## src/logic/stc_pkg.sv

```systemverilog
// Shared constants for the sign thermal supervisor
package stc_pkg;
    localparam int TW = 10;
    localparam int NCH = 4;
    localparam int TIMER_W = 16;
    localparam int ST_W = 5;

    // Temperatures are signed whole degrees Fahrenheit
    localparam logic signed [TW-1:0] TEMP_MIN = 10'sh3d8;
    localparam logic signed [TW-1:0] TEMP_MAX = 10'sh0b9;

    // Channel order
    localparam int CH_SHUT = 0;
    localparam int CH_HOUSE = 1;
    localparam int CH_DISP = 2;
    localparam int CH_DEFOG = 3;

    // Reset values of the thresholds, channel 0 in the low bits
    localparam logic [NCH*TW-1:0] ON_DEF = {10'h028, 10'h05a, 10'h05a, 10'h08c};
    localparam logic [NCH*TW-1:0] OFF_DEF = {10'h06a, 10'h055, 10'h055, 10'h082};
    localparam logic [NCH-1:0] HOT_MASK = 4'h7;
    localparam logic [NCH-1:0] OFF_INCL_MASK = 4'h4;

    // Housing fan-off timer in seconds; zero disables it
    localparam logic [TIMER_W-1:0] FAN_TIMER_DEF = 16'h3840;
    localparam int TICK_S = 1;
    localparam int CLK_HZ = 125000000;
    localparam int SEC_CYCLES_DEF = CLK_HZ * TICK_S;

    // Byte addresses
    localparam logic [5:0] A_STATUS = 6'h00;
    localparam logic [5:0] A_MASK = 6'h04;
    localparam logic [5:0] A_STATE = 6'h08;
    localparam logic [5:0] A_TEMP = 6'h0c;
    localparam logic [5:0] A_THR_BASE = 6'h10;
    localparam logic [5:0] A_THR_END = 6'h2c;
    localparam logic [5:0] A_TIMER = 6'h30;
    localparam logic [5:0] A_HEAT = 6'h34;

    // Status and mask bits
    localparam int ST_SHUT = 0;
    localparam int ST_RESTART = 1;
    localparam int ST_PFAIL = 2;
    localparam int ST_RANGE = 3;
    localparam int ST_TIMER = 4;

    typedef enum logic [1:0] {
        BUS_IDLE = 2'b01,
        BUS_DONE = 2'b10
    } stc_bus_type;
endpackage

```

## src/logic/stc_hyst_if.sv

```systemverilog
// Signals between the supervisor and one hysteresis channel
`timescale 1ns/1ns
interface stc_hyst_if #(parameter int TW = 10);
    logic signed [TW-1:0] t_max;
    logic signed [TW-1:0] t_min;
    logic signed [TW-1:0] on_thr;
    logic signed [TW-1:0] off_thr;
    logic state;
    logic rise;
    logic fall;
    modport core (input t_max, t_min, on_thr, off_thr, output state, rise, fall);
    modport ctl (output t_max, t_min, on_thr, off_thr, input state, rise, fall);
endinterface

```

## src/logic/stc_hyst.sv

```systemverilog
// Two-threshold switch with hysteresis for one subsystem
`timescale 1ns/1ns
module stc_hyst #(
    parameter bit HOT = 1'b1,
    parameter bit OFF_INCL = 1'b0
) (
    input wire logic i_clk,
    input wire logic i_rstn,
    stc_hyst_if.core hif
);
    logic state_reg;
    logic state_next;

    // Hot channels: any sensor above on, all below off (at or below with OFF_INCL); cold channels: any sensor below on, any sensor above off
    always_comb begin
        state_next = state_reg;
        if (HOT) begin
            if (!state_reg && hif.t_max > hif.on_thr) begin
                state_next = 1'b1;
            end else if (state_reg && (OFF_INCL ? hif.t_max <= hif.off_thr
                                                : hif.t_max < hif.off_thr)) begin
                state_next = 1'b0;
            end
        end else begin
            if (!state_reg && hif.t_min < hif.on_thr) begin
                state_next = 1'b1;
            end else if (state_reg && hif.t_max > hif.off_thr) begin
                state_next = 1'b0;
            end
        end
    end

    always_ff @(posedge i_clk) begin
        if (!i_rstn) begin
            state_reg <= 1'b0;
        end else begin
            state_reg <= state_next;
        end
    end

    assign hif.state = state_reg;
    assign hif.rise = !state_reg && state_next;
    assign hif.fall = state_reg && !state_next;
endmodule

```

## src/logic/stc_top.sv

```systemverilog
// Thermal supervisor: display shutdown, fans, heaters, power fail, Avalon registers
`timescale 1ns/1ns
// What this block does
// - Sample both board temperature sensors every clock and drive all decisions from them.
// - Accept readings from -40 to +185 F; clamp and flag anything outside.
// - Blank the display when either sensor exceeds the shutdown limit, default 140 F.
// - Restore the display once temperature falls below the restart limit, default 130 F.
// - Shutdown and restart limits are software-writable registers.
// - Report temperatures and every shutdown and restart event to software.
// - Housing, display and defog thresholds are software-writable registers.
// - Housing fans on above 90 F, off below 85 F by default.
// - Housing fans stop when an adjustable timer, four hours by default, expires.
// - Display fans on above 90 F, off at 85 F or lower by default.
// - Defog fans on below 40 F, off above 106 F by default.
// - Heaters may run only while defog fans run.
// - Detect loss of sign supply power and report it to software.
module stc_top import stc_pkg::*; #(
    parameter int SEC_CYCLES = SEC_CYCLES_DEF
) (
    input wire logic i_clk,
    input wire logic i_rstn,
    input wire logic signed [TW-1:0] i_temp_a,
    input wire logic signed [TW-1:0] i_temp_b,
    input wire logic i_power_ok,
    input wire logic [5:0] i_avs_address,
    input wire logic i_avs_read,
    input wire logic i_avs_write,
    input wire logic [31:0] i_avs_writedata,
    input wire logic [3:0] i_avs_byteenable,
    output logic [31:0] o_avs_readdata,
    output logic o_avs_waitrequest,
    output logic o_irq,
    output logic o_display_on,
    output logic o_housing_fan,
    output logic o_display_fan,
    output logic o_defog_fan,
    output logic o_heater
);
    localparam int SW = $clog2(SEC_CYCLES);

    function automatic logic signed [TW-1:0] clamp_t(input logic signed [TW-1:0] t);
        if (t < TEMP_MIN) begin
            return TEMP_MIN;
        end
        if (t > TEMP_MAX) begin
            return TEMP_MAX;
        end
        return t;
    endfunction

    logic signed [TW-1:0] temp_a_reg, temp_a_next, temp_b_reg, temp_b_next;
    logic [NCH-1:0][TW-1:0] on_thr_reg, on_thr_next, off_thr_reg, off_thr_next;
    logic [ST_W-1:0] status_reg, status_next, mask_reg, mask_next, ev;
    logic [TIMER_W-1:0] timer_set_reg, timer_set_next, timer_cnt_reg, timer_cnt_next;
    logic [SW-1:0] sec_cnt_reg, sec_cnt_next;
    logic timer_exp_reg, timer_exp_next, heat_en_reg, heat_en_next;
    logic pwr_ok_reg, pwr_ok_next;
    logic [31:0] rdata_reg, rdata_next, rmux, wmask, wval;
    stc_bus_type bus_reg, bus_next;
    logic req, acc, sec_tick, raw_range_bad;
    logic [NCH-1:0] ch_state, ch_rise, ch_fall;
    logic [3:0] thr_idx;

    // Sampling and clamping
    assign raw_range_bad = (i_temp_a < TEMP_MIN) || (i_temp_a > TEMP_MAX)
                        || (i_temp_b < TEMP_MIN) || (i_temp_b > TEMP_MAX);
    always_comb begin
        temp_a_next = clamp_t(i_temp_a);
        temp_b_next = clamp_t(i_temp_b);
    end

    // One channel per subsystem
    genvar g;
    generate
        for (g = 0; g < NCH; g++) begin : g_ch
            stc_hyst_if #(.TW(TW)) hif ();
            assign hif.t_max = (temp_a_reg > temp_b_reg) ? temp_a_reg : temp_b_reg;
            assign hif.t_min = (temp_a_reg < temp_b_reg) ? temp_a_reg : temp_b_reg;
            assign hif.on_thr = on_thr_reg[g];
            assign hif.off_thr = off_thr_reg[g];
            assign ch_state[g] = hif.state;
            assign ch_rise[g] = hif.rise;
            assign ch_fall[g] = hif.fall;
            stc_hyst #(.HOT(HOT_MASK[g]), .OFF_INCL(OFF_INCL_MASK[g])) u_hyst (
                .i_clk(i_clk),
                .i_rstn(i_rstn),
                .hif(hif)
            );
        end
    endgenerate

    // Bus: one wait cycle per access, so read data come from a register
    assign req = i_avs_read || i_avs_write;
    assign acc = req && (bus_reg == BUS_DONE);
    assign o_avs_waitrequest = req && (bus_reg == BUS_IDLE);
    assign o_avs_readdata = rdata_reg;
    assign thr_idx = 4'((i_avs_address - A_THR_BASE) >> 2);
    assign wmask = {{8{i_avs_byteenable[3]}}, {8{i_avs_byteenable[2]}},
                    {8{i_avs_byteenable[1]}}, {8{i_avs_byteenable[0]}}};

    always_comb begin
        bus_next = bus_reg;
        unique case (bus_reg)
            BUS_IDLE: begin
                if (req) begin
                    bus_next = BUS_DONE;
                end
            end
            BUS_DONE: begin
                bus_next = BUS_IDLE;
            end
            default: begin
                bus_next = BUS_IDLE;
            end
        endcase
    end

    always_comb begin
        rmux = 32'h0000_0000;
        if (i_avs_address == A_STATUS) begin
            rmux = 32'(status_reg);
        end else if (i_avs_address == A_MASK) begin
            rmux = 32'(mask_reg);
        end else if (i_avs_address == A_STATE) begin
            rmux = 32'({o_heater, o_defog_fan, o_display_fan, o_housing_fan,
                        o_display_on, pwr_ok_reg, timer_exp_reg});
        end else if (i_avs_address == A_TEMP) begin
            rmux = {16'(temp_b_reg), 16'(temp_a_reg)};
        end else if (i_avs_address >= A_THR_BASE && i_avs_address <= A_THR_END
                     && i_avs_address[1:0] == 2'h0) begin
            rmux = thr_idx[0] ? 32'(signed'(off_thr_reg[thr_idx[3:1]]))
                              : 32'(signed'(on_thr_reg[thr_idx[3:1]]));
        end else if (i_avs_address == A_TIMER) begin
            rmux = 32'(timer_set_reg);
        end else if (i_avs_address == A_HEAT) begin
            rmux = 32'(heat_en_reg);
        end
        rdata_next = rdata_reg;
        if (i_avs_read && bus_reg == BUS_IDLE) begin
            rdata_next = rmux;
        end
    end

    // Register writes; software settings steer all thresholds and the timer
    always_comb begin
        wval = (rmux & ~wmask) | (i_avs_writedata & wmask);
        on_thr_next = on_thr_reg;
        off_thr_next = off_thr_reg;
        mask_next = mask_reg;
        timer_set_next = timer_set_reg;
        heat_en_next = heat_en_reg;
        if (acc && i_avs_write) begin
            if (i_avs_address == A_MASK) begin
                mask_next = wval[ST_W-1:0];
            end else if (i_avs_address == A_TIMER) begin
                timer_set_next = wval[TIMER_W-1:0];
            end else if (i_avs_address == A_HEAT) begin
                heat_en_next = wval[0];
            end else if (i_avs_address >= A_THR_BASE && i_avs_address <= A_THR_END
                         && i_avs_address[1:0] == 2'h0) begin
                if (thr_idx[0]) begin
                    off_thr_next[thr_idx[3:1]] = wval[TW-1:0];
                end else begin
                    on_thr_next[thr_idx[3:1]] = wval[TW-1:0];
                end
            end
        end
    end

    // Housing fan timer, counted in one-second ticks
    assign sec_tick = (sec_cnt_reg == SW'(SEC_CYCLES - 1));
    always_comb begin
        sec_cnt_next = sec_tick ? '0 : sec_cnt_reg + 1'b1;
        timer_cnt_next = timer_cnt_reg;
        timer_exp_next = timer_exp_reg;
        if (!ch_state[CH_HOUSE]) begin
            timer_cnt_next = '0;
            timer_exp_next = 1'b0;
        end else if (sec_tick && !timer_exp_reg) begin
            timer_cnt_next = timer_cnt_reg + 1'b1;
            // A zero setting leaves the fans under thermostat control only
            if (timer_set_reg != '0 && timer_cnt_next >= timer_set_reg) begin
                timer_exp_next = 1'b1;
            end
        end
    end

    // Events; a new event wins over the read that clears its bit
    always_comb begin
        ev = '0;
        ev[ST_SHUT] = ch_rise[CH_SHUT];
        ev[ST_RESTART] = ch_fall[CH_SHUT];
        ev[ST_PFAIL] = pwr_ok_reg && !i_power_ok;
        ev[ST_RANGE] = raw_range_bad;
        ev[ST_TIMER] = !timer_exp_reg && timer_exp_next;
        pwr_ok_next = i_power_ok;
        status_next = status_reg;
        // Only bits that were captured into the read data are cleared
        if (acc && i_avs_read && i_avs_address == A_STATUS) begin
            status_next = status_reg & ~rdata_reg[ST_W-1:0];
        end
        status_next = status_next | ev;
    end

    always_ff @(posedge i_clk) begin
        if (!i_rstn) begin
            temp_a_reg <= '0;
            temp_b_reg <= '0;
            on_thr_reg <= ON_DEF;
            off_thr_reg <= OFF_DEF;
            status_reg <= '0;
            mask_reg <= '0;
            timer_set_reg <= FAN_TIMER_DEF;
            timer_cnt_reg <= '0;
            timer_exp_reg <= 1'b0;
            sec_cnt_reg <= '0;
            heat_en_reg <= 1'b1;
            pwr_ok_reg <= 1'b1;
            rdata_reg <= 32'h0000_0000;
            bus_reg <= BUS_IDLE;
        end else begin
            temp_a_reg <= temp_a_next;
            temp_b_reg <= temp_b_next;
            on_thr_reg <= on_thr_next;
            off_thr_reg <= off_thr_next;
            status_reg <= status_next;
            mask_reg <= mask_next;
            timer_set_reg <= timer_set_next;
            timer_cnt_reg <= timer_cnt_next;
            timer_exp_reg <= timer_exp_next;
            sec_cnt_reg <= sec_cnt_next;
            heat_en_reg <= heat_en_next;
            pwr_ok_reg <= pwr_ok_next;
            rdata_reg <= rdata_next;
            bus_reg <= bus_next;
        end
    end

    assign o_irq = |(status_reg & mask_reg);
    assign o_display_on = !ch_state[CH_SHUT];
    assign o_housing_fan = ch_state[CH_HOUSE] && !timer_exp_reg;
    assign o_display_fan = ch_state[CH_DISP];
    assign o_defog_fan = ch_state[CH_DEFOG];
    assign o_heater = ch_state[CH_DEFOG] && heat_en_reg;

    // Hottest and coldest sample, as the hot and cold channels see them
    logic signed [TW-1:0] t_hi;
    logic signed [TW-1:0] t_lo;
    assign t_hi = (temp_a_reg > temp_b_reg) ? temp_a_reg : temp_b_reg;
    assign t_lo = (temp_a_reg < temp_b_reg) ? temp_a_reg : temp_b_reg;
endmodule

```

## config.mk

```make
export PLATFORM = sky130hd
export DESIGN_NAME = stc_top
export DESIGN_NICKNAME = d
export VERILOG_FILES = /design/src/logic/stc_pkg.sv /design/src/logic/stc_hyst_if.sv /design/src/logic/stc_hyst.sv /design/src/logic/stc_top.sv
export SDC_FILE = /design/constraint.sdc
export NUM_CORES = 1
export LEC_CHECK = 0
export BUFFER_PORTS_ARGS = -buffer_cell sky130_fd_sc_hd__buf_2
export CAP_MARGIN = 10
export CORE_MARGIN = 5
export CORE_UTILIZATION = 60
export DETAILED_ROUTE_END_ITERATION = 8
export PLACE_DENSITY_LB_ADDON = 0.3
export SYNTH_ARGS = -nofsm -noshare
export SYNTH_HDL_FRONTEND = slang
export SYNTH_SLANG_ARGS = --single-unit
```

## constraint.sdc

```tcl
create_clock -name i_clk -period 5.25 [get_ports i_clk]
set_input_delay 0 -clock i_clk [delete_from_list [all_inputs] [get_ports i_clk]]
set_output_delay 0 -clock i_clk [all_outputs]
set_load 0.005 [all_outputs]
```

* Word level (Yosys, flattened, before mapping)
Cells that the tools add are included.
** Cells by class
- Muxes and demuxes :: 44
- Reductions and logical operators :: 51
- Magnitude comparators :: 19
- Equality and inequality tests :: 8
- Add/subtract/negate cells :: 3
- Bitwise operators :: 13
** Operators with widths (number)
- 32-bit 2-to-1 mux :: 6
- 10-bit 2-to-1 mux :: 13
- 40-bit bitwise mux :: 2
- 10-bit > comparator :: 5
- 10-bit binary-select mux with 2-bit select :: 2
- 10-bit less-than comparator :: 4
- 16-bit AND :: 2
- 27-bit by 1-bit adder with 27-bit output, second input constant :: 1
- 27-bit equality test, second input constant :: 1
- 1-bit logical AND :: 25
- 10-bit demux with 2-bit select :: 1
- 10-bit by 9-bit > comparator with 1-bit output, second input constant :: 2
- 10-bit by 7-bit less-than comparator with 1-bit output, second input constant :: 2
- 1-bit 2-to-1 mux :: 18
- 16-bit by 1-bit adder with 16-bit output, second input constant :: 1
- 16-bit >= comparator :: 1
- 16-bit 2-to-1 mux :: 1
- 16-bit NOT :: 1
- 16-bit OR :: 1
- 16-bit nonzero test :: 1
- 6-bit by 4-bit equality test with 1-bit output, second input constant :: 2
- 6-bit equality test, second input constant :: 2
- 6-bit AND reduction :: 2
- 5-bit AND :: 2
- 23 further kinds :: 40
** Word-level totals
- Word-level logic and storage cells :: 162
- Output and inout port bits :: 39
- Input port bits :: 67
- Flip-flop bits (word level) :: 210

* Logic depth before layout (Yosys ltp)
- Depth after elaboration :: 12
- Depth in mapped cells :: 19
- Gate-level depth less buffers :: 17

* By module
Synthesis repeated with hierarchy kept, for this count alone.
** Unflattened totals
- Cell total of the unflattened synthesis :: 1455
- Area total of the unflattened synthesis :: 12325.6 um^2
** By module, submodules not included
- stc_top :: sequential area each 4003.8 um^2, instances 1, cells an instance 1150, area each 10059.6 um^2
- stc_hyst (g_ch[0].u_hyst ...) :: sequential area each 20.0 um^2, instances 2, cells an instance 74, area each 549.3 um^2
- stc_hyst (g_ch[2].u_hyst) :: sequential area each 20.0 um^2, instances 1, cells an instance 80, area each 604.3 um^2
- stc_hyst (g_ch[3].u_hyst) :: sequential area each 20.0 um^2, instances 1, cells an instance 77, area each 563.0 um^2

* Least setup slack after synthesis
Ideal clock, no wire load.
- Kind :: register -> register
- Start :: register temp_b_reg[9]
- End :: register g_ch[0].u_hyst.state_reg
- Slack :: 1.245 ns
- Buffers on the path :: 2
- Library setup time :: 0.070 ns
- Data arrival time :: 3.934 ns
- Stages on the path, launching flop included :: 18
- Period minus slack after synthesis :: 4.005 ns
- Required time :: 5.180 ns
- Cell sequence :: dfxtp_1 -> inv_1 -> ha_1 -> buf_2 -> and4_1 -> a2111oi_4 -> a21oi_1 -> clkbuf_1 -> o21ai_0 -> ha_1 -> and3_1 -> o21ai_0 -> o211ai_1 -> nor3_1 -> a211oi_1 -> xor2_1 -> nand2b_1 -> a21oi_1
** Between the ends
- Longest elaborated chain between the ends :: 6
- Elaborated cells between the ends (all ways) :: 8
- Those cells by class :: 3 x order compare; 3 x mux; 2 x reduce/logical
** Ends and longest elaborated chain
- from (decl) :: RTL line stc_top.sv:51 : logic signed [TW-1:0] temp_a_reg, temp_a_next, temp_b_reg, temp_b_next;
- from (signal assigned) :: RTL line stc_top.sv:223 : temp_b_reg <= temp_b_next;
- 10-bit > comparator
- 10-bit 2-to-1 mux * :: RTL line stc_top.sv:77 : assign hif.t_max = (temp_a_reg > temp_b_reg) ? temp_a_reg : temp_b_reg;
- 10-bit less-than comparator :: RTL line stc_hyst.sv:21 : : hif.t_max < hif.off_thr)) begin
- 1-bit logical AND :: RTL line stc_hyst.sv:20 : end else if (state_reg && (OFF_INCL ? hif.t_max <= hif.off_thr
- 1-bit 2-to-1 mux :: RTL line stc_hyst.sv:20
- 1-bit 2-to-1 mux * :: RTL line stc_hyst.sv:18 : if (!state_reg && hif.t_max > hif.on_thr) begin
- to (signal assigned) :: RTL line stc_hyst.sv:37 : state_reg <= state_next;
- to (decl) :: RTL line stc_hyst.sv:11 : logic state_reg;
Mark *: on every way between the ends. The rest lies on a longest branch, timed or not.
A chain may end at the register's enable or synchronous reset.

* Worst setup path after layout
- Start :: register temp_b_reg[5]
- End :: register g_ch[0].u_hyst.state_reg
The elaborated chain is that of the path after synthesis.

==> key figures <==
STA
  – Endpoints failing setup: 0
  – Fmax: 227 MHz
  – Max_slew headroom: 26.7%
  – Measured slew at the worst slew-check pin: 1.10 ns
  – Pins over their slew limit: 0
  – Clock skew: 0.0150 ns
  – Post-route minimum period: 4.40 ns
  – Final hold violations: 0
  – Crit share post-route: 83.8%
  – RSZ-0062 raised after global routing: false
  – Setup tns final: 0 ns

Logic synthesis
  – Unique cell type count in the Yosys netlist: 67
  – Post-synthesis cell area: 11,900 um^2
  – Synth top area cells: dfxtp_1 34%, ha_1 11%, a21oi_1 5.3%, o21ai_0 5.0%, nor2_1 4.7%
  – Area leader, netlist: dfxtp_1
  – Top FF cell, synth: dfxtp_1
  – Synth async-reset ratio: 0%
  – Synth Net Count: 1,603
  – Fraction of the yosys area taken by sequential cells: 34.4%
  – Mapped Avg Cell Area: 8.31 um^2
  – Warning count from the yosys run: 0
  – Mapped Cells: 1,428
  – Post-synth EDFFs: 0
  – Flops & latches, synth: 204
  – Post-synth top area share: 34.4%

Setup path
  – Buf/Inv on CP: 2
  – CP Launch Type: flip-flop
  – Critical-path cell list: inv_1 -> ha_1 -> a21oi_1 -> o21ai_0 -> a2111oi_4 -> a21oi_1 -> buf_4 -> o21ai_1 -> ha_1 -> a21oi_1 -> o21a_1 -> o211ai_1 -> nor3_1 -> a211oi_1 -> xor2_1 -> nand2b_1 -> a21oi_1
  – Crit path kind: reg2reg
  – Worst path max stage delay: 0.57 ns
  – Crit path capture type: flip-flop
  – Worst Path Arrival: 4.76 ns
  – WP depth: 17
  – Reg2reg start: temp_b_reg[5]$_SDFF_PP0_
  – Crit path max-delay family: compound AO/OA/AOI/OAI gates
  – Worst reg2reg path endpoint: g_ch[0].u_hyst.hif.state$_SDFF_PN0_
  – Worst Reg-to-Reg Cells: 17
  – Critical Path Fanout Max: 18
  – Critical Path RT: 5.61 ns
  – Most common cell on crit path: a21oi_1
  – Reg2reg setup slack: 0.85 ns
  – Worst path slowest cell: a2111oi_4

Detailed routing
  – DR vias: 11,200
  – 1st-iter DRT viols: 986
  – Routed WL: 35,300 um
  – Post-route ant nets: 0
  – WL/cell: 19.3 um
  – # DRC: 0
  – TritonRoute pass-1 iters: 6
  – Vias per inst: 6.10

CTS
  – CTS resizes: 0
  – Clk sinks: 204
  – Setup repair bufs after CTS: 0
  – H-Tree Depth: 1
  – Clock Latency Late Sink: 0.52 ns
  – CTS tree: built
  – Clk buf depth: 3
  – Clock transition at the registers of the reported paths: 0.06 ns
  – Clock root buffer: clkbuf_16
  – Inserted Clock Buffers: 24

GRT
  – Total track usage: 30.8%
  – Initial antenna violation count: 1
  – Pin count of the biggest net entering global routing: 79
  – First-pass GRT wire length: 55,500 um
  – Number of global-route vias before repair: 10,700
  – Total grt overflow: 0

Min path
  – Hold Path End: mask_reg[2]$_SDFFE_PN0P_
  – Hold Path Stages: 4
  – Worst hold path startpoint: i_avs_writedata[2]
  – HP Class: in2reg

Placed design
  – PortBufs: 87
  – Gpl congestion: 0.930
  – Detail Placement HPWL: 24,200 um
  – Placed Area: 12,500 um^2

Floorplanning
  – FP Rows: 51
  – Die W: 151 um
  – Die Ht: 151 um
  – Initial core utilization: 61.0%
  – Io pins: 106
  – Die ar.: 22,700 um^2
  – Core box area: 19,500 um^2

Layout
  – Flip-flop and latch area: 4080 um^2
  – Multi-input logic area: 7040 um^2
  – Net count, final: 1,723
  – Final instance area: 13,800 um^2
  – Fraction of layout cells with a size suffix above 1: 13.1%
  – Number of fill cells: 1,505
  – Layout area overhead: 16.3%
  – Fin util: 70.9%

Power
  – P per Cell Area: 287 nW/um^2
  – Maximum VDD drop: 0.000183 V
  – Lkg Pwr: 5.79 nW
  – Pwr Total: 3.96 mW

Flow run
  – Max-Cap Viols: 0

Run status
  – Outcome: complete, no violations
cell usage in the layout, fill, tap and decap left out, types with 28 or more instances in the layout:
master,n
a211oi_1,30
a21oi_1,125
buf_2,87
dfxtp_1,204
dlygate4sd3_1,51
ha_1,108
inv_1,113
nand2_1,141
nand3_1,32
nor2_1,147
o21ai_0,117
xor2_1,28
synth_stat cells (10+ instances only):
master	count
clkbuf_1	38
mux2i_1	23
mux2_2	19
or3_1	18
a21o_1	13
nor3_1	18
o21a_1	13
nand4_1	26
inv_1	114
and2_1	12
nor2_1	147
mux4_2	20
o21ai_0	118
buf_2	15
dfxtp_1	204
xor2_1	28
nand2b_1	16
a211oi_1	30
nand3_1	32
a21oi_1	125
xnor2_1	16
ha_1	108
nor2b_1	10
and3_1	10
nand2_1	141
o211ai_1	10
cell type report:
class	instances	area share, %
diodes	1	0.0181
well taps	265	2.40
repair buffers	160	8.05
clock inverters	6	0.789
clock buffers	34	5.07
inverters	114	3.10
flip-flops and latches	204	29.6
multi-input cells	1044	51.0
where the power goes:
group,switching (mW),leakage (nW),internal [mW]
combinational,0.373,3.73,0.252
sequential,0.0426,1.65,1.58
clock,0.643,0.397,1.07
total,1.06,5.79,2.90
worst max path at each step:
stage | endpoint | startpoint | slack (ns)
finish | g_ch[0].u_hyst.hif.state$_SDFF_PN0_ | temp_b_reg[5]$_SDFF_PP0_ | 0.85
global route | g_ch[0].u_hyst.hif.state$_SDFF_PN0_ | temp_b_reg[5]$_SDFF_PP0_ | 0.58
CTS | g_ch[0].u_hyst.hif.state$_SDFF_PN0_ | temp_b_reg[5]$_SDFF_PP0_ | 0.92
detailed placement | g_ch[0].u_hyst.hif.state$_SDFF_PN0_ | temp_b_reg[5]$_SDFF_PP0_ | 0.98
global placement | g_ch[0].u_hyst.hif.state$_SDFF_PN0_ | temp_b_reg[5]$_SDFF_PP0_ | 1.0
floorplan | g_ch[0].u_hyst.hif.state$_SDFF_PN0_ | temp_b_reg[9]$_SDFF_PN0_ | 1.25
kinds of logic after synthesis:
logic type	share of synthesized area, %
buffers and inverters	6.30
DFF	34.4
adders and majority gates	11.4
and+or+nand+nor	18.4
muxes	7.66
AOI/OAI and AO/OA	18.6
xor gates and xnor gates	3.25
what timing repair did:
item | CTS | global route
hold buffers | 51 | 0
setup endpoints to repair | 0 | 0
hold endpoints to repair | 66 | 0
worst min-delay path: stages:
cell     delay [ns]
buf_2          0.08
mux2i_1        0.07
buf_4          0.20
a21oi_1        0.13
routing by layer:
layer  GRT usage [%]  vias up  part of all wire, %
met5               0        -                    0
met4            14.1        0                  5.0
met3            4.91      131                  7.9
met2            52.0      510                   47
met1            38.9     5213                   40
li1                -     5305                    -
through the flow:
step / hold slack [ns] / std cells / worst slack, ns
6_report: 0.0164 / 1828 / 0.850
5_1_grt: 0.00240 / 1828 / 0.580
4_1_cts: 0.00377 / 1826 / 0.915
3_5_place_dp: 0.226 / 1735 / 0.979
3_3_place_gp: 0.217 / 1735 / 0.999
2_1_floorplan: 0.101 / 1428 / 1.25
Note: power is estimated with default switching activity, not from simulation.
